--- config.mk ---
export PLATFORM = sky130hd
export DESIGN_NAME = uart_modem_status_baud_rx
export DESIGN_NICKNAME = d
export VERILOG_FILES = /design/src/uart_pkg.sv /design/src/baud_gen.sv /design/src/rx_shifter.sv /design/src/uart_msr_baud_rx.sv
export SDC_FILE = /design/constraint.sdc
export NUM_CORES = 1
export LEC_CHECK = 0
export BUFFER_PORTS_ARGS = -buffer_cell sky130_fd_sc_hd__clkbuf_2
export CAP_MARGIN = 10
export CORE_MARGIN = 3
export CORE_UTILIZATION = 35
export DETAILED_ROUTE_END_ITERATION = 8
export PLACE_DENSITY = 0.62
export SLEW_MARGIN = 10
export SYNTH_ARGS = -nofsm -noshare
export SYNTH_HDL_FRONTEND = slang
export SYNTH_HIERARCHICAL = 1
export SYNTH_SLANG_ARGS = --single-unit
--- constraint.sdc ---
create_clock -name CORE_CLK -period 8.3 [get_ports CORE_CLK]
set_input_delay 0.415 -clock CORE_CLK [delete_from_list [all_inputs] [get_ports CORE_CLK]]
set_output_delay 0.415 -clock CORE_CLK [all_outputs]
set_load 0.05 [all_outputs]
--- src/uart_pkg.sv ---
// Shared constants and types for the serial channel receive, baud and modem status block.
package uart_pkg;

  // ----------------------------------------------------------------
  // Register byte offsets
  // ----------------------------------------------------------------
  localparam logic [7:0] OFF_RXBUF = 8'h00;
  localparam logic [7:0] OFF_IER   = 8'h04;
  localparam logic [7:0] OFF_FCR   = 8'h08;
  localparam logic [7:0] OFF_LCTL  = 8'h0c;
  localparam logic [7:0] OFF_MCTL  = 8'h10;
  localparam logic [7:0] OFF_LSR   = 8'h14;
  localparam logic [7:0] OFF_MSTAT = 8'h18;
  localparam logic [7:0] OFF_SCR   = 8'h1c;

  // ----------------------------------------------------------------
  // Field positions
  // ----------------------------------------------------------------
  localparam int IER_RXD    = 0;
  localparam int IER_MODEM  = 3;
  localparam int FCR_EN     = 0;
  localparam int FCR_RXRST  = 1;
  localparam int FCR_TRIG   = 6;
  localparam int LCTL_PAREN  = 3;
  localparam int LCTL_EVEN   = 4;
  localparam int LCTL_STICK  = 5;
  localparam int LCTL_DIVACC = 7;
  localparam int MCTL_DTR    = 0;
  localparam int MCTL_RTS    = 1;
  localparam int MCTL_OUTA   = 2;
  localparam int MCTL_OUTB   = 3;
  localparam int MCTL_LOOP   = 4;
  localparam int MCTL_AFE    = 5;

  // ----------------------------------------------------------------
  // Reset values, sizes and sampling counts
  // ----------------------------------------------------------------
  localparam logic [7:0]  RST_BYTE   = 8'h00;
  localparam logic [15:0] RST_DIV    = 16'h0000;
  localparam logic [4:0]  FIFO_DEPTH = 5'h10;
  localparam logic [4:0]  HOLD_DEPTH = 5'h01;
  localparam logic [3:0]  MID_START  = 4'h7;
  localparam logic [3:0]  MID_BIT    = 4'hf;
  localparam logic [2:0]  MIN_BITS   = 3'h4;
  localparam logic [4:0]  TRIG_LVL [4] = '{5'h01, 5'h04, 5'h08, 5'h0e};

  // ----------------------------------------------------------------
  // Types
  // ----------------------------------------------------------------
  typedef enum logic [2:0] {RX_IDLE, RX_START, RX_DATA, RX_PAR, RX_STOP} rx_state_e;

  typedef struct packed {
    logic [7:0] data;
    logic       perr;
    logic       ferr;
  } rx_char_s;

endpackage : uart_pkg

--- src/baud_gen.sv ---
// Programmable divider producing the sixteen-times sampling tick.
`timescale 1ns/1ps
`default_nettype none
module baud_gen (
  // Clock and reset
  input  wire logic        clk,
  input  wire logic        rst_n,
  // Reference and divisor
  input  wire logic        ref_in,
  input  wire logic [15:0] divisor,
  input  wire logic        load,
  // Sampling tick
  output logic             tick
);

  logic        ref_d_r;
  logic [15:0] cnt_r;
  logic [15:0] cnt_nxt;
  logic        tick_r;
  logic        tick_nxt;
  logic        ref_rise;

  assign ref_rise = ref_in & ~ref_d_r;
  assign tick     = tick_r;

  // A zero divisor is not a legal setting; the generator then stays silent.
  always_comb
  begin
    cnt_nxt  = cnt_r;
    tick_nxt = 1'b0;
    if (load)
    begin
      cnt_nxt = 16'h0000;
    end
    else if (ref_rise && divisor != 16'h0000)
    begin
      if (cnt_r + 16'h0001 >= divisor)
      begin
        cnt_nxt  = 16'h0000;
        tick_nxt = 1'b1;
      end
      else
      begin
        cnt_nxt = cnt_r + 16'h0001;
      end
    end
  end

  always_ff @(posedge clk or negedge rst_n)
  begin
    if (!rst_n)
    begin
      ref_d_r <= 1'b0;
      cnt_r   <= 16'h0000;
      tick_r  <= 1'b0;
    end
    else
    begin
      ref_d_r <= ref_in;
      cnt_r   <= cnt_nxt;
      tick_r  <= tick_nxt;
    end
  end

  a_baud_reload: assert property (@(posedge clk) disable iff (!rst_n)
    load |=> (cnt_r == 16'h0000) && !tick_r)
    else $error("baud counter not reloaded on divisor write");

  a_baud_spacing: assert property (@(posedge clk) disable iff (!rst_n)
    (tick_r && divisor > 16'h0001 && !load) |-> !tick_nxt)
    else $error("baud ticks closer than the divisor allows");

endmodule : baud_gen
`default_nettype wire

--- src/rx_shifter.sv ---
// Receive shift register: start detect, data, parity and stop sampling.
`timescale 1ns/1ps
`default_nettype none
module rx_shifter (
  // Clock and reset
  input  wire logic             clk,
  input  wire logic             rst_n,
  // Line and timing
  input  wire logic             rx_in,
  input  wire logic             tick,
  input  wire logic [7:0]       lctl,
  // Completed character
  output uart_pkg::rx_char_s    rx_char,
  output logic                  rx_valid
);

  uart_pkg::rx_state_e state_r, state_nxt;
  logic [3:0]          tcnt_r, tcnt_nxt;
  logic [2:0]          bit_r, bit_nxt;
  uart_pkg::rx_char_s  char_r, char_nxt;
  logic                valid_r, valid_nxt;
  logic [2:0]          last_bit;

  assign last_bit = uart_pkg::MIN_BITS + {1'b0, lctl[1:0]};
  assign rx_char  = char_r;
  assign rx_valid = valid_r;

  always_comb
  begin
    state_nxt = state_r;
    tcnt_nxt  = tcnt_r;
    bit_nxt   = bit_r;
    char_nxt  = char_r;
    valid_nxt = 1'b0;
    unique case (state_r)
      uart_pkg::RX_IDLE:
      begin
        if (!rx_in)
        begin
          state_nxt = uart_pkg::RX_START;
          tcnt_nxt  = 4'h0;
          char_nxt  = '0;
        end
      end
      uart_pkg::RX_START:
      begin
        if (tick)
        begin
          tcnt_nxt = tcnt_r + 4'h1;
          if (tcnt_r == uart_pkg::MID_START)
          begin
            // A start bit that is high again at mid-bit was a glitch.
            state_nxt = rx_in ? uart_pkg::RX_IDLE : uart_pkg::RX_DATA;
            tcnt_nxt  = 4'h0;
            bit_nxt   = 3'h0;
          end
        end
      end
      uart_pkg::RX_DATA:
      begin
        if (tick)
        begin
          tcnt_nxt = tcnt_r + 4'h1;
          if (tcnt_r == uart_pkg::MID_BIT)
          begin
            char_nxt.data[bit_r] = rx_in;
            bit_nxt = bit_r + 3'h1;
            if (bit_r == last_bit)
            begin
              state_nxt = lctl[uart_pkg::LCTL_PAREN] ? uart_pkg::RX_PAR : uart_pkg::RX_STOP;
            end
          end
        end
      end
      uart_pkg::RX_PAR:
      begin
        if (tick)
        begin
          tcnt_nxt = tcnt_r + 4'h1;
          if (tcnt_r == uart_pkg::MID_BIT)
          begin
            if (lctl[uart_pkg::LCTL_STICK])
              char_nxt.perr = rx_in ^ ~lctl[uart_pkg::LCTL_EVEN];
            else
              char_nxt.perr = (^char_r.data) ^ rx_in ^ ~lctl[uart_pkg::LCTL_EVEN];
            state_nxt = uart_pkg::RX_STOP;
          end
        end
      end
      uart_pkg::RX_STOP:
      begin
        if (tick)
        begin
          tcnt_nxt = tcnt_r + 4'h1;
          if (tcnt_r == uart_pkg::MID_BIT)
          begin
            char_nxt.ferr = ~rx_in;
            valid_nxt     = 1'b1;
            state_nxt     = uart_pkg::RX_IDLE;
          end
        end
      end
    endcase
  end

  always_ff @(posedge clk or negedge rst_n)
  begin
    if (!rst_n)
    begin
      state_r <= uart_pkg::RX_IDLE;
      tcnt_r  <= 4'h0;
      bit_r   <= 3'h0;
      char_r  <= '0;
      valid_r <= 1'b0;
    end
    else
    begin
      state_r <= state_nxt;
      tcnt_r  <= tcnt_nxt;
      bit_r   <= bit_nxt;
      char_r  <= char_nxt;
      valid_r <= valid_nxt;
    end
  end

  a_rx_false_start: assert property (@(posedge clk) disable iff (!rst_n)
    (state_r == uart_pkg::RX_START && tick && tcnt_r == uart_pkg::MID_START && rx_in)
    |=> state_r == uart_pkg::RX_IDLE)
    else $error("false start bit not rejected");

endmodule : rx_shifter
`default_nettype wire

--- src/uart_msr_baud_rx.sv ---
// Serial channel top: APB registers, modem status, receive buffer and scratch.
// ----------------------------------------------------------------
// ----------------------------------------------------------------
//
// The APB slave port and the placing of the registers are this design's own decisions.
`timescale 1ns/1ps
`default_nettype none
module uart_modem_status_baud_rx (
  // Clock and reset
  input  wire logic        CORE_CLK,
  input  wire logic        RST_N,
  // APB slave
  input  wire logic        PSEL,
  input  wire logic        PENABLE,
  input  wire logic        PWRITE,
  input  wire logic [7:0]  PADDR,
  input  wire logic [31:0] PWDATA,
  output logic      [31:0] PRDATA,
  output logic             PREADY,
  output logic             PSLVERR,
  // Modem inputs, active low
  input  wire logic        CTS_N,
  input  wire logic        DSR_N,
  input  wire logic        RI_N,
  input  wire logic        DCD_N,
  // Serial receive and reference clock
  input  wire logic        SIN,
  input  wire logic        REF_CLK_IN,
  // Interrupt requests
  output logic             RX_DATA_IRQ,
  output logic             MODEM_IRQ
);

  // ----------------------------------------------------------------
  // State
  // ----------------------------------------------------------------
  logic [7:0]  dll_r, dll_nxt, dlm_r, dlm_nxt;
  logic [7:0]  ier_r, ier_nxt, fcr_r, fcr_nxt;
  logic [7:0]  lctl_r, lctl_nxt, mctl_r, mctl_nxt, scr_r, scr_nxt;
  logic [3:0]  delta_r, delta_nxt, line_r, line_nxt;
  logic [2:0]  err_r, err_nxt;
  logic [31:0] prdata_r, prdata_nxt;
  logic        pready_r, pready_nxt, pslverr_r, pslverr_nxt;
  logic        rxirq_r, rxirq_nxt, mdirq_r, mdirq_nxt;
  logic [7:0]  mem_r [16];
  logic [7:0]  mem_nxt [16];
  logic [3:0]  wp_r, wp_nxt, rp_r, rp_nxt;
  logic [4:0]  cnt_r, cnt_nxt;

  // ----------------------------------------------------------------
  // Bus decode
  // ----------------------------------------------------------------
  logic        setup, acc, wr, rd, divisor_access_bit, mapped;
  logic [31:0] rd_data;
  logic [3:0]  line_now, evt;
  logic        afe, fifo_en, push, pop, ovr, flush, div_load;
  logic [4:0]  limit;
  logic        tick;
  logic        rx_line;
  uart_pkg::rx_char_s rx_char;
  logic        rx_valid;

  assign setup  = PSEL & ~PENABLE;
  assign acc    = PSEL & PENABLE & pready_r;
  assign wr     = acc & PWRITE;
  assign rd     = acc & ~PWRITE;
  assign divisor_access_bit   = lctl_r[uart_pkg::LCTL_DIVACC];
  assign mapped = (PADDR[1:0] == 2'b00) && (PADDR <= uart_pkg::OFF_SCR);

  assign PRDATA      = prdata_r;
  assign PREADY      = pready_r;
  assign PSLVERR     = pslverr_r;
  assign RX_DATA_IRQ = rxirq_r;
  assign MODEM_IRQ   = mdirq_r;

  always_comb
  begin
    rd_data = 32'h0000_0000;
    unique case (PADDR)
      uart_pkg::OFF_RXBUF: rd_data[7:0] = divisor_access_bit ? dll_r : mem_r[rp_r];
      uart_pkg::OFF_IER:   rd_data[7:0] = divisor_access_bit ? dlm_r : ier_r;
      uart_pkg::OFF_FCR:   rd_data[7:0] = fcr_r;
      uart_pkg::OFF_LCTL:  rd_data[7:0] = lctl_r;
      uart_pkg::OFF_MCTL:  rd_data[7:0] = mctl_r;
      uart_pkg::OFF_LSR:   rd_data[7:0] = {4'h0, err_r, cnt_r != 5'h00};
      uart_pkg::OFF_MSTAT: rd_data[7:0] = {line_r, delta_r};
      uart_pkg::OFF_SCR:   rd_data[7:0] = scr_r;
      default:             rd_data = 32'h0000_0000;
    endcase
  end

  // ----------------------------------------------------------------
  // APB answer: data is captured in setup, access ends one cycle later
  // ----------------------------------------------------------------
  always_comb
  begin
    pready_nxt  = setup;
    prdata_nxt  = prdata_r;
    pslverr_nxt = pslverr_r;
    if (setup)
    begin
      prdata_nxt  = PWRITE ? 32'h0000_0000 : rd_data;
      pslverr_nxt = ~mapped;
    end
  end

  // ----------------------------------------------------------------
  // Control registers
  // ----------------------------------------------------------------
  always_comb
  begin
    dll_nxt  = dll_r;
    dlm_nxt  = dlm_r;
    ier_nxt  = ier_r;
    fcr_nxt  = fcr_r;
    lctl_nxt = lctl_r;
    mctl_nxt = mctl_r;
    scr_nxt  = scr_r;
    div_load = 1'b0;
    flush    = 1'b0;
    if (wr)
    begin
      unique case (PADDR)
        uart_pkg::OFF_RXBUF:
        begin
          if (divisor_access_bit)
          begin
            dll_nxt  = PWDATA[7:0];
            div_load = 1'b1;
          end
        end
        uart_pkg::OFF_IER:
        begin
          if (divisor_access_bit)
          begin
            dlm_nxt  = PWDATA[7:0];
            div_load = 1'b1;
          end
          else
            ier_nxt = PWDATA[7:0];
        end
        uart_pkg::OFF_FCR:
        begin
          // Changing FIFO mode or asking for a receive reset empties the buffer.
          flush   = PWDATA[uart_pkg::FCR_RXRST] |
                    (PWDATA[uart_pkg::FCR_EN] ^ fcr_r[uart_pkg::FCR_EN]);
          fcr_nxt = {PWDATA[7:6], 5'h00, PWDATA[uart_pkg::FCR_EN]};
        end
        uart_pkg::OFF_LCTL: lctl_nxt = PWDATA[7:0];
        uart_pkg::OFF_MCTL: mctl_nxt = {2'b00, PWDATA[5:0]};
        uart_pkg::OFF_SCR: scr_nxt = PWDATA[7:0];
        default:           scr_nxt = scr_r;
      endcase
    end
  end

  // ----------------------------------------------------------------
  // Modem status
  // ----------------------------------------------------------------
  assign afe = mctl_r[uart_pkg::MCTL_AFE];

  always_comb
  begin
    if (mctl_r[uart_pkg::MCTL_LOOP])
      line_now = {mctl_r[uart_pkg::MCTL_OUTB], mctl_r[uart_pkg::MCTL_OUTA],
                  mctl_r[uart_pkg::MCTL_DTR], mctl_r[uart_pkg::MCTL_RTS]};
    else
      line_now = ~{DCD_N, RI_N, DSR_N, CTS_N};
    evt[0] = (line_now[0] ^ line_r[0]) & ~afe;
    evt[1] = line_now[1] ^ line_r[1];
    evt[2] = line_r[2] & ~line_now[2];
    evt[3] = line_now[3] ^ line_r[3];
    line_nxt  = line_now;
    delta_nxt = delta_r;
    // Only bits that the read reported are cleared, so a change that
    // lands between setup and access still shows on the next read.
    if (rd && PADDR == uart_pkg::OFF_MSTAT)
      delta_nxt = delta_r & ~prdata_r[3:0];
    delta_nxt = delta_nxt | evt;
    if (afe)
      delta_nxt[0] = 1'b0;
    mdirq_nxt = ier_r[uart_pkg::IER_MODEM] & (|delta_r);
  end

  // ----------------------------------------------------------------
  // Baud generator and receive shifter
  // ----------------------------------------------------------------
  // Loopback disconnects the receive pin and holds the line at mark.
  assign rx_line = mctl_r[uart_pkg::MCTL_LOOP] | SIN;

  baud_gen i_baud_gen (
    .clk     (CORE_CLK),
    .rst_n   (RST_N),
    .ref_in  (REF_CLK_IN),
    .divisor ({dlm_r, dll_r}),
    .load    (div_load),
    .tick    (tick)
  );

  rx_shifter i_rx_shifter (
    .clk      (CORE_CLK),
    .rst_n    (RST_N),
    .rx_in    (rx_line),
    .tick     (tick),
    .lctl     (lctl_r),
    .rx_char  (rx_char),
    .rx_valid (rx_valid)
  );

  // ----------------------------------------------------------------
  // Receive buffer
  // ----------------------------------------------------------------
  assign fifo_en = fcr_r[uart_pkg::FCR_EN];
  assign limit   = fifo_en ? uart_pkg::FIFO_DEPTH : uart_pkg::HOLD_DEPTH;
  assign push    = rx_valid;
  assign pop     = rd & (PADDR == uart_pkg::OFF_RXBUF) & ~divisor_access_bit & (cnt_r != 5'h00);
  assign ovr     = push & ~pop & (cnt_r == limit);

  always_comb
  begin
    mem_nxt = mem_r;
    wp_nxt  = wp_r;
    rp_nxt  = rp_r;
    cnt_nxt = cnt_r;
    err_nxt = err_r;
    if (rd && PADDR == uart_pkg::OFF_LSR)
      err_nxt = err_r & ~prdata_r[3:1];
    if (flush)
    begin
      wp_nxt  = 4'h0;
      rp_nxt  = 4'h0;
      cnt_nxt = 5'h00;
    end
    else
    begin
      if (push && !ovr)
      begin
        mem_nxt[wp_r] = rx_char.data;
        wp_nxt = wp_r + 4'h1;
      end
      else if (ovr && !fifo_en)
        mem_nxt[rp_r] = rx_char.data; // Holding register is overwritten.
      if (pop)
        rp_nxt = rp_r + 4'h1;
      cnt_nxt = cnt_r + {4'h0, push & ~ovr} - {4'h0, pop};
    end
    if (push)
      err_nxt = err_nxt | {rx_char.ferr, rx_char.perr, ovr};
    if (fifo_en)
      rxirq_nxt = ier_r[uart_pkg::IER_RXD] &
                  (cnt_r >= uart_pkg::TRIG_LVL[fcr_r[7:uart_pkg::FCR_TRIG]]);
    else
      rxirq_nxt = ier_r[uart_pkg::IER_RXD] & (cnt_r != 5'h00);
  end

  genvar gi;
  generate
    for (gi = 0; gi < 16; gi++)
    begin : g_mem
      always_ff @(posedge CORE_CLK or negedge RST_N)
      begin
        if (!RST_N)
          mem_r[gi] <= uart_pkg::RST_BYTE;
        else
          mem_r[gi] <= mem_nxt[gi];
      end
    end
  endgenerate

  // ----------------------------------------------------------------
  // Registers
  // ----------------------------------------------------------------
  always_ff @(posedge CORE_CLK or negedge RST_N)
  begin
    if (!RST_N)
    begin
      dll_r     <= uart_pkg::RST_DIV[7:0];
      dlm_r     <= uart_pkg::RST_DIV[15:8];
      ier_r     <= uart_pkg::RST_BYTE;
      fcr_r     <= uart_pkg::RST_BYTE;
      lctl_r    <= uart_pkg::RST_BYTE;
      mctl_r    <= uart_pkg::RST_BYTE;
      scr_r     <= uart_pkg::RST_BYTE;
      delta_r   <= 4'h0;
      line_r    <= 4'h0;
      err_r     <= 3'h0;
      prdata_r  <= 32'h0000_0000;
      pready_r  <= 1'b0;
      pslverr_r <= 1'b0;
      rxirq_r   <= 1'b0;
      mdirq_r   <= 1'b0;
      wp_r      <= 4'h0;
      rp_r      <= 4'h0;
      cnt_r     <= 5'h00;
    end
    else
    begin
      dll_r     <= dll_nxt;
      dlm_r     <= dlm_nxt;
      ier_r     <= ier_nxt;
      fcr_r     <= fcr_nxt;
      lctl_r    <= lctl_nxt;
      mctl_r    <= mctl_nxt;
      scr_r     <= scr_nxt;
      delta_r   <= delta_nxt;
      line_r    <= line_nxt;
      err_r     <= err_nxt;
      prdata_r  <= prdata_nxt;
      pready_r  <= pready_nxt;
      pslverr_r <= pslverr_nxt;
      rxirq_r   <= rxirq_nxt;
      mdirq_r   <= mdirq_nxt;
      wp_r      <= wp_nxt;
      rp_r      <= rp_nxt;
      cnt_r     <= cnt_nxt;
    end
  end

  // ----------------------------------------------------------------
  // Checks
  // ----------------------------------------------------------------
  a_mstat_read_clear: assert property (@(posedge CORE_CLK) disable iff (!RST_N)
    (rd && PADDR == uart_pkg::OFF_MSTAT && evt == 4'h0)
    |=> (delta_r & $past(prdata_r[3:0])) == 4'h0)
    else $error("modem status read did not clear change bits");

  a_cts_change_set: assert property (@(posedge CORE_CLK) disable iff (!RST_N)
    (line_now[0] != line_r[0] && !afe) |=> delta_r[0])
    else $error("clear-to-send change not flagged");

  a_cts_afe_quiet: assert property (@(posedge CORE_CLK) disable iff (!RST_N)
    afe |=> !delta_r[0])
    else $error("clear-to-send change flagged under autoflow");

  a_dsr_change_set: assert property (@(posedge CORE_CLK) disable iff (!RST_N)
    (line_now[1] != line_r[1]) |=> delta_r[1])
    else $error("data-set-ready change not flagged");

  a_ring_trailing: assert property (@(posedge CORE_CLK) disable iff (!RST_N)
    (!delta_r[2] && !(line_r[2] && !line_now[2])) |=> !delta_r[2])
    else $error("ring bit set without a trailing edge");

  a_dcd_change_set: assert property (@(posedge CORE_CLK) disable iff (!RST_N)
    (line_now[3] != line_r[3]) |=> delta_r[3])
    else $error("carrier change not flagged");

  a_status_pins: assert property (@(posedge CORE_CLK) disable iff (!RST_N)
    !mctl_r[uart_pkg::MCTL_LOOP] |=> line_r == ~$past({DCD_N, RI_N, DSR_N, CTS_N}))
    else $error("status bits do not follow inverted modem inputs");

  a_loop_source: assert property (@(posedge CORE_CLK) disable iff (!RST_N)
    mctl_r[uart_pkg::MCTL_LOOP] |=> line_r == {$past(mctl_r[3]), $past(mctl_r[2]),
                                               $past(mctl_r[0]), $past(mctl_r[1])})
    else $error("loopback status not taken from modem control");

  a_fifo_bounded: assert property (@(posedge CORE_CLK) disable iff (!RST_N)
    cnt_r <= uart_pkg::FIFO_DEPTH && (cnt_r <= limit || $past(flush) || $past(fifo_en)))
    else $error("receive buffer count above its depth");

  a_rx_irq_hold: assert property (@(posedge CORE_CLK) disable iff (!RST_N)
    (!fifo_en && ier_r[uart_pkg::IER_RXD] && cnt_r != 5'h00) |=> RX_DATA_IRQ)
    else $error("received-data interrupt missing");

  a_scratch_hold: assert property (@(posedge CORE_CLK) disable iff (!RST_N)
    (wr && PADDR == uart_pkg::OFF_SCR) |=> scr_r == $past(PWDATA[7:0]))
    else $error("scratch register did not store the write");

endmodule : uart_modem_status_baud_rx
`default_nettype wire

* Word-level counts from Yosys, hierarchy flattened
Cells that the tools add are included.
Operators by class: $add $sub $neg 8, magnitude comparators 10, equal/unequal tests 26, multiplexer cells 81, bitwise operators 48, reduce and logical (&&, ||, !) cells 42
Operator list (number):
- 128-bit bitwise mux | 2
- 128-bit two-way mux | 2
- 8-bit two-way mux | 9
- 8-bit demux with 4-bit select | 2
- 8-bit case mux with 8 select lines | 1
- 3-bit two-way mux | 17
- 16-bit two-way mux | 3
- 4-bit two-way mux | 10
- 8-bit binary-select mux with 4-bit select | 1
- 8-bit by 5-bit == test with 1-bit output (second input constant) | 4
- 5-bit two-way mux | 4
- 1-bit two-way mux | 19
- 1-bit AND | 17
- 16-bit by 1-bit adder with 16-bit output (second input constant) | 1
- 8-bit by 4-bit == test with 1-bit output (second input constant) | 2
- 16-bit greater-or-equal comparator | 1
- 8-bit case mux with 2 select lines | 1
- 16-bit nonzero test | 1
- 2-bit nonzero test | 8
- 3-bit case mux with 5 select lines | 1
- 4-bit by 1-bit adder with 4-bit output (second input constant) | 3
- 2-bit by 1-bit != test with 1-bit output (second input constant) | 6
- 1-bit NOT | 12
- 4-bit case mux with 3 select lines | 1
- 52 further kinds | 87
Storage, ports and cells: bits in registers 276, input bits 51, output and inout port bits 36, logic and storage cells 259

* Logic depth before layout (Yosys ltp)
Gate-level depths: netlist of the first run.
word-level depth 14, gate-level depth with buffers 15, gate-level depth less buffers 14

* Hierarchy
Netlist of the first run, hierarchy kept.
Modules (own cells, without submodules):
- uart_modem_status_baud_rx | times used 1, cells each 841, area an instance 11471.0 µm², sequential area each 5330.1 µm²
- baud_gen | times used 1, cells each 191, area an instance 1600.3 µm², sequential area each 450.4 µm²
- rx_shifter | times used 1, cells each 151, area an instance 1327.5 µm², sequential area each 525.5 µm²

* Least setup slack after synthesis of the first run
No wires, ideal clock.
path kind input to register, from in PADDR[4], to reg, netlist name cnt_r[4], library setup time 0.078 ns, data arrival time 3.725 ns, data required time 8.222 ns, slack 4.497 ns, stages on the path 15, path buffers 3, cell sequence buf_6 -> or4_1 -> buf_2 -> or4b_4 -> o21ai_4 -> buf_2 -> nand2_1 -> ha_1 -> inv_1 -> ha_1 -> fa_1 -> a21oi_1 -> nor2_1 -> or3_1 -> a21oi_1
RTL lines:
- start, declared | line uart_msr_baud_rx.sv:16 | input wire logic [7:0] PADDR,

* Worst setup path in the final report of the first run
from reg i_baud_gen.cnt_r[0], to reg i_baud_gen.tick_r, in the netlist i_baud_gen/tick
On the way: cells in the longest elaborated chain, start to end 5
Ends and longest elaborated chain:
- start, declared | line baud_gen.sv:17 | logic [15:0] cnt_r;
- start signal, assigned | line baud_gen.sv:60 | cnt_r <= cnt_nxt;
- 16-bit by 1-bit adder with 16-bit output | line baud_gen.sv:37 | if (cnt_r + 16'h0001 >= divisor)
- 16-bit greater-or-equal comparator | line baud_gen.sv:37
- 1-bit two-way mux | line baud_gen.sv:37
- 1-bit two-way mux | line baud_gen.sv:35 | else if (ref_rise && divisor != 16'h0000)
- 1-bit two-way mux | line baud_gen.sv:31 | if (load)
- net i_baud_gen.tick_nxt | line baud_gen.sv:20 | logic tick_nxt;
- end signal, assigned | line baud_gen.sv:61 | tick_r <= tick_nxt;
- end, declared | line baud_gen.sv:19 | logic tick_r;
The timed path passes the listed nets, and every way through them passes these cells. A chain may end at the register's enable or synchronous reset.

==> flow_metrics.tcl, run 1 <==
set metrics [dict create \
    synthArstFlopShare_pct 100.0 \
    grt_overflow 0 \
    hold_ws_ns 0.08173 \
    synth_edf_count 0 \
    worstPathRequired_ns 8.67 \
    drt_iter0_drc 766 \
    p_leak_nw 7.063 \
    synth_top_area_share_pct 43.80 \
    num_vias 9388 \
    dieArea_mm2 0.04361 \
    die_x_um 208.8 \
    seq_power_share_pct 46.5 \
    regArea_mm2 0.006307 \
    fin_crit_sh_pct 44.53 \
    gp_congestion 0.8690 \
    slew_headroom_pct 29.23 \
    clk_pin_slew_ns 0.06 \
    drc 0 \
    regToRegStartpoint "i_baud_gen/cnt_r[0]" \
    cts.sinks 252 \
    row_count 73 \
    clock_latency_ns 0.54 \
    setup_viol 0 \
    detail-route-antenna-nets 0 \
    multi_input_area_mm2 0.007483 \
    synth_largest_area_cell "dfrtp_1" \
    placedCellCount 1686 \
    rsz0062_at_grt "no" \
    critPathKind "reg -> reg" \
    netlist_instances 1183 \
    final_cell_count_no_fill 1737 \
    r2r_slack_ns 4.60 \
    start_util_pct 35.83 \
    final_nets 1281 \
    fillers 3814 \
    crit_arrival_ns 4.07 \
    drt-total-wl_um 34730 \
    synth_ff_type "dfrtp_1" \
    ys_ff_latch 252 \
    grt_first_pass_wirelength_um 55410 \
    synth-seq-area-share_pct 43.80 \
    sw_frac_of_total_pct 27.34 \
    cell_internal_pwr_mw 2.186 \
    routedWlPerCell_um 19.99 \
    synth_cell_types 86 \
    min_path_cells 1 \
    grt_max_degree 171 \
    hold_viol_final 0 \
    fp.coreArea_mm2 0.04019 \
    portBuffers 38 \
    maxCapViolations 0 \
    min_to "i_baud_gen/ref_d_r" \
    startpoint_type "flop" \
    min_period_ns 3.696 \
    cts-buffers-inserted 28 \
    drt-pass1-iter-count 5 \
    status "finished clean" \
    yosys_warnings 6 \
    maxSlewViolCount 0 \
    p_clk_share_pct 43.7 \
    min_path_type "in -> reg" \
    cts_tree "yes" \
    via_per_inst 5.405 \
    fin_skew_ns 0.008629 \
    antenna_found_initial 0 \
    hold_path.startpoint "REF_CLK_IN" \
    p_per_area_mw_per_mm2 189.3 \
    rr_worst_depth 10 \
    fmax_mhz 270.5 \
    mostFrequentLayoutCell "dfrtp_1" \
    final_cell_mix "251 x dfrtp_1, 107 x mux2_4, 91 x nand2_1, 64 x mux2_2, 44 x nor2_1" \
    yosys-top-cells-area "dfrtp_1 44%, mux2_4 11%, mux4_2 5.6%" \
    cp-end-kind "flop" \
    fin_tns_setup_ns 0 \
    ios 87 \
    p_comb_share_pct 9.9 \
    htree_levels 1 \
    fp.dieH_um 208.8 \
    vdd_drop_max_uv 150.4 \
    switchingPower_mw 0.8225 \
    crit_fanout 12 \
    worst_slew_pin_slew_ns 1.061 \
    postLayoutCoreUtil_pct 39.55 \
    cts_buffer_depth 3 \
    syn_to_final_growth_pct 10.38 \
    synth.cell_area_mm2 0.01440 \
    syn_area_per_cell_um2 12.17 \
    cts-root-buf "clkbuf_16" \
    grt_pass1_vias 9419 \
    n_antenna_cell 0 \
    hpwl_um 23690 \
    regToRegEndpoint "i_baud_gen/tick" \
    layout-drive-gt1-share_pct 28.55 \
    grt_use_total_pct 15.61 \
]
power groups by stage:
| stage | Combinational [mW] | Clock (mW) | Sequential, mW |
|---|---|---|---|
| after floorplan | 0.277 | 0 | 1.34 |
| after global placement | 0.294 | 0 | 1.42 |
| after detailed placement | 0.300 | 0 | 1.42 |
| after CTS | 0.302 | 1.35 | 1.40 |
| after global routing | 0.334 | 1.40 | 1.41 |
| final | 0.297 | 1.31 | 1.40 |
timing repair:
action / in CTS / in global routing
endpoints found under the hold margin: 82 / 0
hold buffers: 1 / 0
buffers inserted: 0 / 0
gates resized for setup: 0 / 0
flip-flops by register name, indices dropped and copies added, names as in the netlist, 3 cells and up:
name and flops:
err_r 3, ier_r 8, delta_r 4, line_r 4, i_rx_shifter/bit_r 3, dlm_r 8, i_rx_shifter/state_r 3, scr_r 8
rp_r 4, lctl_r 8, PRDATA 8, i_rx_shifter/rx_char 10, cnt_r 5, i_baud_gen/cnt_r 16, mem_r 128, fcr_r 3
mctl_r 6, wp_r 4, i_rx_shifter/tcnt_r 4, dll_r 8
cells by family after synthesis:
logic type | Yosys count | share of synthesized area [%]
compound gates | 188 | 9.480
other cells | 1 | 0.02604
simple gates | 279 | 10.25
fa+ha+maj | 38 | 3.354
xor+xnor | 35 | 2.129
flops | 252 | 43.80
buf+inv | 138 | 4.849
mux | 252 | 26.12
cell type report:
class	count	share of cell area (%)
clock buffers	37	5.007
clock inverters	13	1.157
inverters	45	1.063
multi-input cells	816	47.08
flip-flops and latches	252	39.68
well taps	525	4.133
repair buffers	49	1.874
metal layers:
layer	global-route usage (%)	vias to the layer above	wire length, um
li1	-	4341	-
met1	23.09	4765	16310
met2	24.43	244	15890
met3	2.342	38	1924
met4	3.279	0	605
met5	0	-	0
metrics by stage:
step           power, mW  cell area (um^2)  setup slack (ns)
3_5_place_dp       1.721             14900             4.296
3_3_place_gp       1.710             14900             4.326
4_1_cts            3.046             15890             4.559
2_1_floorplan      1.614             14490             4.497
6_report           3.009             15890             4.604
5_1_grt            3.144             15890             4.368
worst max-delay path: stages (launching register included):
cell and delay, ns:
dfrtp_1 0.48, ha_1 0.31, nand4_2 0.18, or4_4 0.56
xnor2_1 0.19, ha_1 0.32, nand4_1 0.13, nor2_1 0.13
nand3_1 0.38, o21a_1 0.42, nor3_1 0.43
how the worst max path moves through the flow:
stage | startpoint | endpoint | slack (ns)
after floorplan | PADDR[4] | cnt_r[4] | 4.50
after global placement | PADDR[2] | cnt_r[4] | 4.33
after detailed placement | PADDR[2] | cnt_r[4] | 4.30
after CTS | i_baud_gen/cnt_r[0] | i_baud_gen/tick | 4.56
after global routing | i_baud_gen/cnt_r[0] | i_baud_gen/tick | 4.37
final | i_baud_gen/cnt_r[0] | i_baud_gen/tick | 4.60
cell usage after synthesis (4+ instances only):
cell,n
mux2_1,8
mux2i_1,24
clkbuf_1,40
nand2_1,91
or3_1,7
o21ai_0,33
dfrtp_1,252
a32oi_1,7
o22ai_1,4
mux2_4,107
a21o_1,5
buf_1,7
mux2i_4,13
nand2b_1,4
a21oi_1,32
a32o_1,7
buf_4,27
xor2_1,14
xnor2_1,21
nor2b_1,10
o31ai_1,5
nor3_1,20
mux4_2,36
buf_6,6
ha_1,37
nand3_1,32
o211ai_1,39
or2_2,4
nor2_1,45
nand3b_1,4
a22oi_1,10
and3b_1,5
o211ai_2,6
o2111ai_1,13
buf_2,10
mux2_2,64
nor4_1,11
inv_1,43
a31oi_1,4
nand4_1,8
(Power assumes the default switching activity.)
==> run 2: changes to the inputs <==
--- a/config.mk
+++ b/config.mk
@@ -5,6 +5,7 @@
 export SDC_FILE = /design/constraint.sdc
 export NUM_CORES = 1
 export LEC_CHECK = 0
+export ABC_AREA = 1
 export BUFFER_PORTS_ARGS = -buffer_cell sky130_fd_sc_hd__clkbuf_2
 export CAP_MARGIN = 10
 export CORE_MARGIN = 3
==> constraint.sdc (replaced) <==
create_clock -name CORE_CLK -period 3.67 [get_ports CORE_CLK]
set_input_delay 0.1835 -clock CORE_CLK [delete_from_list [all_inputs] [get_ports CORE_CLK]]
set_output_delay 0.1835 -clock CORE_CLK [all_outputs]
set_load 0.05 [all_outputs]
==> run 2 against run 1 <==
  * Sequential share of layout area fell by 1.8 points
  * Critical endpoint is now cnt_r[4]
  * Global-route usage increased by 2.8 points
  * Synthesized cell count up 73%
  * Largest cell class unchanged
  * Non-clock buffer count rose by 26
  * Via count up 43%
  * Cell area is 4.9% higher
  * Clock skew increased by 0.0015 ns
  * Clock power increased by 120%
  * Die area is 4.1% higher
  * Final cell count is 51% higher
==> flow_metrics.tcl, run 2 <==
set metrics [dict create \
    hold_viol_final 0 \
    fin_ws_ns 0.8372 \
    portBuffers 38 \
    clock_latency_ns 0.56 \
    n_antenna_cell 0 \
    min_path_cells 3 \
    worstPathRequired_ns 4.17 \
    yosysMostFrequentCell "nand2_1" \
    cts.sinks 252 \
    setup_viol 0 \
    syn_area_per_cell_um2 7.347 \
    cts_tree "yes" \
    htree_levels 1 \
    fin_crit_sh_pct 77.19 \
    clk_pin_slew_ns 0.06 \
    p_per_area_mw_per_mm2 369.4 \
    slew_headroom_pct 27.55 \
    layout-drive-gt1-share_pct 9.966 \
    min_period_ns 2.833 \
    final_nets 2157 \
    hold_ws_ns 0.03146 \
    crit_arrival_ns 3.33 \
    synth.cell_area_mm2 0.01501 \
    gp_congestion 0.8847 \
    grt_overflow 0 \
    p_comb_share_pct 7.3 \
    dieArea_mm2 0.04541 \
    netlist_top_cells_count "771 x nand2_1, 252 x dfrtp_1, 203 x inv_1" \
    drt_iter0_drc 1201 \
    grt_use_total_pct 18.46 \
    design_area_mm2 0.01667 \
    yosys_warnings 6 \
    synthArstFlopShare_pct 100.0 \
    cts_setup_buffers 0 \
    cp-end-kind "flop" \
    num_vias 13410 \
    fmax_mhz 353.0 \
    yosys-top-cells-area "dfrtp_1 42%, nand2_1 19%, nand4_1 6.4%" \
    min_path_type "in -> reg" \
    fp.coreArea_mm2 0.04213 \
    grt_max_degree 98 \
    mostFrequentLayoutCell "nand2_1" \
    fp.dieH_um 213.1 \
    grt_pass1_vias 12818 \
    antenna_found_initial 0 \
    maxSlewViolCount 0 \
    sw_frac_of_total_pct 24.75 \
    holdBufCountCts 10 \
    fin_tns_setup_ns 0 \
    critPathKind "reg -> reg" \
    rr_worst_depth 18 \
    via_per_inst 5.107 \
    p_clk_share_pct 46.4 \
    syn_to_final_growth_pct 11.03 \
    rsz0062_at_grt "no" \
    synth_edf_count 0 \
    startpoint_type "flop" \
    synth_top_area_share_pct 42.01 \
    drt-pass1-iter-count 6 \
    crit_fanout 5 \
    die_x_um 213.1 \
    cts_resized 0 \
    synth-seq-area-share_pct 42.01 \
    p_leak_nw 8.495 \
    regMostFlops "mem_r" \
    row_count 75 \
    cell_internal_pwr_mw 4.633 \
    cts_buffer_depth 3 \
    synth_cell_types 47 \
    grt_first_pass_wirelength_um 67810 \
    post_dp_cell_area_mm2 0.01563 \
    start_util_pct 35.63 \
    synth_ff_type "dfrtp_1" \
    hpwl_um 28720 \
    seq_power_share_pct 46.4 \
    netlist_instances 2043 \
    drt-total-wl_um 41640 \
    fin_skew_ns 0.01017 \
    power_mw 6.157 \
    routedWlPerCell_um 15.86 \
    vdd_drop_max_uv 392.8 \
    cts-buffers-inserted 29 \
    drc 0 \
    worst_slew_pin_slew_ns 1.078 \
    status "finished clean" \
    final_cell_mix "771 x nand2_1, 251 x dfrtp_1, 202 x inv_1, 165 x nand3_1, 153 x nand4_1" \
    detail-route-antenna-nets 0 \
    synth_largest_area_cell "dfrtp_1" \
    maxCapViolations 0 \
    switchingPower_mw 1.523 \
    cts-root-buf "clkbuf_16" \
    pre_cts_slack_ns 0.8746 \
    ys_ff_latch 252 \
    ios 87 \
    largest_reg_flops 128 \
]
run 2: worst paths after layout:
kind                           start         to  slack, ns
setup / recovery            cnt_r[2]   cnt_r[4]       0.84
hold / removal             PWDATA[7]   dll_r[7]       0.03
setup reg to reg            cnt_r[2]   cnt_r[4]       0.84
hold reg to reg            mem_r[50]  mem_r[50]       0.47
max in group asynchronous      RST_N   dlm_r[5]       2.43
min in group asynchronous      RST_N  mem_r[50]       0.22
run 2: power groups by stage:
stage	registers (mW)	clock network (mW)	logic, mW
after detailed placement	2.90	0	0.439
after CTS	2.85	2.91	0.450
after floorplan	2.89	0	0.306
after global placement	2.90	0	0.434
final	2.85	2.86	0.447
after global routing	2.86	3.02	0.519
run 2: layer usage:
metal | vias to the layer above | part of all wire [%] | global-route usage, %
li1 | 6602 | - | -
met1 | 6353 | 46 | 25.97
met2 | 391 | 46 | 29.95
met3 | 64 | 5.7 | 2.468
met4 | 0 | 2.6 | 5.093
met5 | - | 0 | 0
run 2: layout make-up:
type | count | area (um^2)
clock inverter | 5 | 56.30
multi-input combinational | 1493 | 7407
fill | 4324 | 25470
sequential | 252 | 6307
timing repair buffer | 75 | 528.0
tap | 539 | 674.4
inverter | 217 | 817.0
clock buffer | 45 | 875.8
run 2: cell families after synthesis:
family	synth area share, %
and+or+nand+nor	39.16
buffers and inverters	9.219
DFF	42.01
AOI/OAI and AO/OA	5.043
adders and majority gates	3.217
xor gates and xnor gates	1.325
other	0.02498
run 2: per-stage QoR:
stage,utilization (%),std cells
finish,39.55,2626
global route,39.55,2626
CTS,39.55,2626
detailed placement,37.10,2566
global placement,37.10,2566
floorplan,-,2066
run 2: critical path, stage by stage (launching register included):
cell and delay [ns]:
dfrtp_1 0.38, inv_1 0.08, ha_1 0.21, inv_1 0.05, nor2_1 0.04, a21oi_1 0.22
nand3_4 0.14, nand2_4 0.10, nand2_4 0.04, ha_1 0.27, inv_1 0.04, ha_1 0.20
fa_1 0.40, a21oi_1 0.16, nor2_1 0.05, nor2_1 0.11, xor2_1 0.15, nand2_1 0.06
inv_1 0.05
==> run 3: changes to the inputs <==
--- a/config.mk
+++ b/config.mk
@@ -5,13 +5,13 @@
 export SDC_FILE = /design/constraint.sdc
 export NUM_CORES = 1
 export LEC_CHECK = 0
-export ABC_AREA = 1
+export ABC_AREA = 0
 export BUFFER_PORTS_ARGS = -buffer_cell sky130_fd_sc_hd__clkbuf_2
 export CAP_MARGIN = 10
 export CORE_MARGIN = 3
 export CORE_UTILIZATION = 35
 export DETAILED_ROUTE_END_ITERATION = 8
-export PLACE_DENSITY = 0.62
+export PLACE_DENSITY = 0.64
 export SLEW_MARGIN = 10
 export SYNTH_ARGS = -nofsm -noshare
 export SYNTH_HDL_FRONTEND = slang
==> constraint.sdc (replaced) <==
create_clock -name CORE_CLK -period 2.6 [get_ports CORE_CLK]
set_input_delay 0.13 -clock CORE_CLK [delete_from_list [all_inputs] [get_ports CORE_CLK]]
set_output_delay 0.13 -clock CORE_CLK [all_outputs]
set_load 0.05 [all_outputs]
==> run 3 against run 2 <==
  * Wire length fell by 8.5%
  * Clock skew increased by 0.0072 ns
  * Setup slack got worse by 1.2 ns
  * The run now ends with negative setup slack left
  * Sequential power up 50%
  * Non-clock buffer count is 105 higher
  * Flip-flop and latch count did not move
  * Die area fell by 4.0%
  * Global-route usage decreased by 1.5 points
  * Critical endpoint unchanged
  * Clock power up 57%
  * Hold slack got worse by 0.0023 ns
==> flow_metrics.tcl, run 3 (synthesis results as in run 1) <==
set metrics [dict create \
    postLayoutCoreUtil_pct 43.76 \
    drt_iter0_drc 771 \
    gp_congestion 0.8939 \
    syn_to_final_growth_pct 22.15 \
    worstPathRequired_ns 3.09 \
    slew_headroom_pct 47.89 \
    fmax_mhz 332.4 \
    pre_cts_slack_ns -0.5412 \
    final_cell_mix "247 x dfrtp_1, 107 x mux2_4, 103 x buf_4, 89 x nand2_1, 64 x mux2_2" \
    grt_overflow 0 \
    multi_input_area_mm2 0.007831 \
    vdd_drop_max_uv 477.2 \
    via_per_inst 5.409 \
    clk_pin_slew_ns 0.06 \
    num_vias 10142 \
    fin_skew_ns 0.01735 \
    htree_levels 1 \
    fp.coreArea_mm2 0.04019 \
    startpoint_type "flop" \
    routedWlPerCell_um 20.33 \
    post_dp_cell_area_mm2 0.01600 \
    violations "negative setup slack" \
    min_period_ns 3.008 \
    row_count 73 \
    highest_layer "met5" \
    grt_max_degree 91 \
    regArea_mm2 0.006312 \
    final_nets 1416 \
    cp-end-kind "flop" \
    setup_viol 116 \
    largest_reg_flops 128 \
    cts_buffer_depth 3 \
    status "finished, violations left" \
    dieArea_mm2 0.04361 \
    grt_use_total_pct 16.96 \
    wl_met1_um 17620 \
    wl_met2_um 17650 \
    drt-total-wl_um 38120 \
    layout-drive-gt1-share_pct 38.07 \
    worst_slew_pin_slew_ns 0.7816 \
    cts_tree "yes" \
    antenna_found_initial 2 \
    detail-route-antenna-nets 0 \
    cts-buffers-inserted 29 \
    n_antenna_cell 0 \
    cts-root-buf "clkbuf_16" \
    maxSlewViolCount 0 \
    fp.dieH_um 208.8 \
    ios 87 \
    p_per_area_mw_per_mm2 579.4 \
    placedCellCount 1791 \
    cts.sinks 252 \
    grt_pass1_vias 10404 \
    critPathKind "reg -> reg" \
    crit_fanout 3 \
    maxCapViolations 0 \
    fin_crit_sh_pct 115.7 \
    grt_first_pass_wirelength_um 59960 \
    drt-pass1-iter-count 5 \
    p_leak_nw 7.872 \
    portBuffers 38 \
    design_area_mm2 0.01759 \
    hold_viol_final 0 \
    met3_length_um 1673 \
    min_path_type "in -> reg" \
    fillers 3658 \
    drc 0 \
    fin_ws_ns -0.4080 \
    regMostFlops "mem_r" \
    mostFrequentLayoutCell "dfrtp_1" \
    rsz0062_at_grt "yes" \
    final_cell_count_no_fill 1875 \
    die_x_um 208.8 \
    crit_arrival_ns 3.49 \
    start_util_pct 35.83 \
    clock_latency_ns 0.57 \
    hpwl_um 26180 \
]
[run 3: cell count changes in the layout (fill, tap and decap cells not counted), sizes merged, moves of 102 or more]
cell	previous run	this run
nand2	801	91
mux2	0	179
inv	216	45
nand3	188	33
nand4	154	10
buf	28	130
[run 3: layout make-up]
class	instances	area share [%]
clock inverters	16	1.465
inverters	45	0.9604
flip-flops and latches	252	35.89
multi-input cells	819	44.53
clock buffers	38	4.489
repair buffers	180	8.935
well taps	525	3.735
[run 3: layer usage]
metal / GRT usage, % / vias up
met5: 0 / -
met1: 24.06 / 5230
met3: 2.958 / 62
met4: 5.196 / 2
met2: 26.63 / 232
li1: - / 4616
[run 3: where the power goes]
group	switching (mW)	leakage (nW)	internal, mW
clock	1.74	0.514	2.75
sequential	0.234	3.41	4.05
combinational	0.855	3.95	0.566
total	2.83	7.87	7.36
[run 3: metrics by stage]
| step | total power [mW] | TNS, ns | hold slack (ns) |
|---|---|---|---|
| 6_report | 10.19 | -19.02 | 0.02917 |
| 5_1_grt | 10.61 | -28.15 | 0.02591 |
| 4_1_cts | 10.25 | -15.38 | 0.008533 |
| 3_5_place_dp | 5.696 | -36.54 | 0.2296 |
| 3_3_place_gp | 5.646 | -32.02 | 0.2249 |
| 2_1_floorplan | 5.174 | -2.170 | -0.1656 |
[run 3: critical path, cell delays in order, from the launching register on]
cell and delay, ns:
dfrtp_1 0.35, inv_2 0.06, ha_4 0.15, nor4b_4 0.13, or4b_4 0.50, buf_4 0.15
buf_6 0.12, nor2_4 0.09, ha_4 0.13, inv_2 0.04, ha_4 0.15, fa_2 0.36
a21oi_2 0.14, nor2_1 0.06, or3_1 0.36, a21oi_2 0.13
[run 3: timing repair]
| action | 4_1_cts | 5_1_grt |
|---|---|---|
| buffers inserted | 6 | 9 |
| endpoints found under the hold margin | 130 | 0 |
| gates cloned | 1 | 3 |
| pin swaps | 25 | 19 |
| gates resized for setup | 17 | 31 |
| hold buffers | 13 | 0 |
| endpoints found under the setup margin | 149 | 149 |
[run 3: worst paths after layout]
kind | slack (ns) | cells after the start | start | endpoint
setup reg to reg | -0.41 | 15 | cnt_r[2] | cnt_r[4]
setup / recovery | -0.41 | 15 | cnt_r[2] | cnt_r[4]
max in group asynchronous | 1.59 | 3 | RST_N | mem_r[38]
hold reg to reg | 0.47 | 1 | mctl_r[5] | delta_r[0]
hold / removal | 0.03 | 4 | PWDATA[0] | fcr_r[0]
min in group asynchronous | 0.17 | 2 | RST_N | i_baud_gen/cnt_r[11]
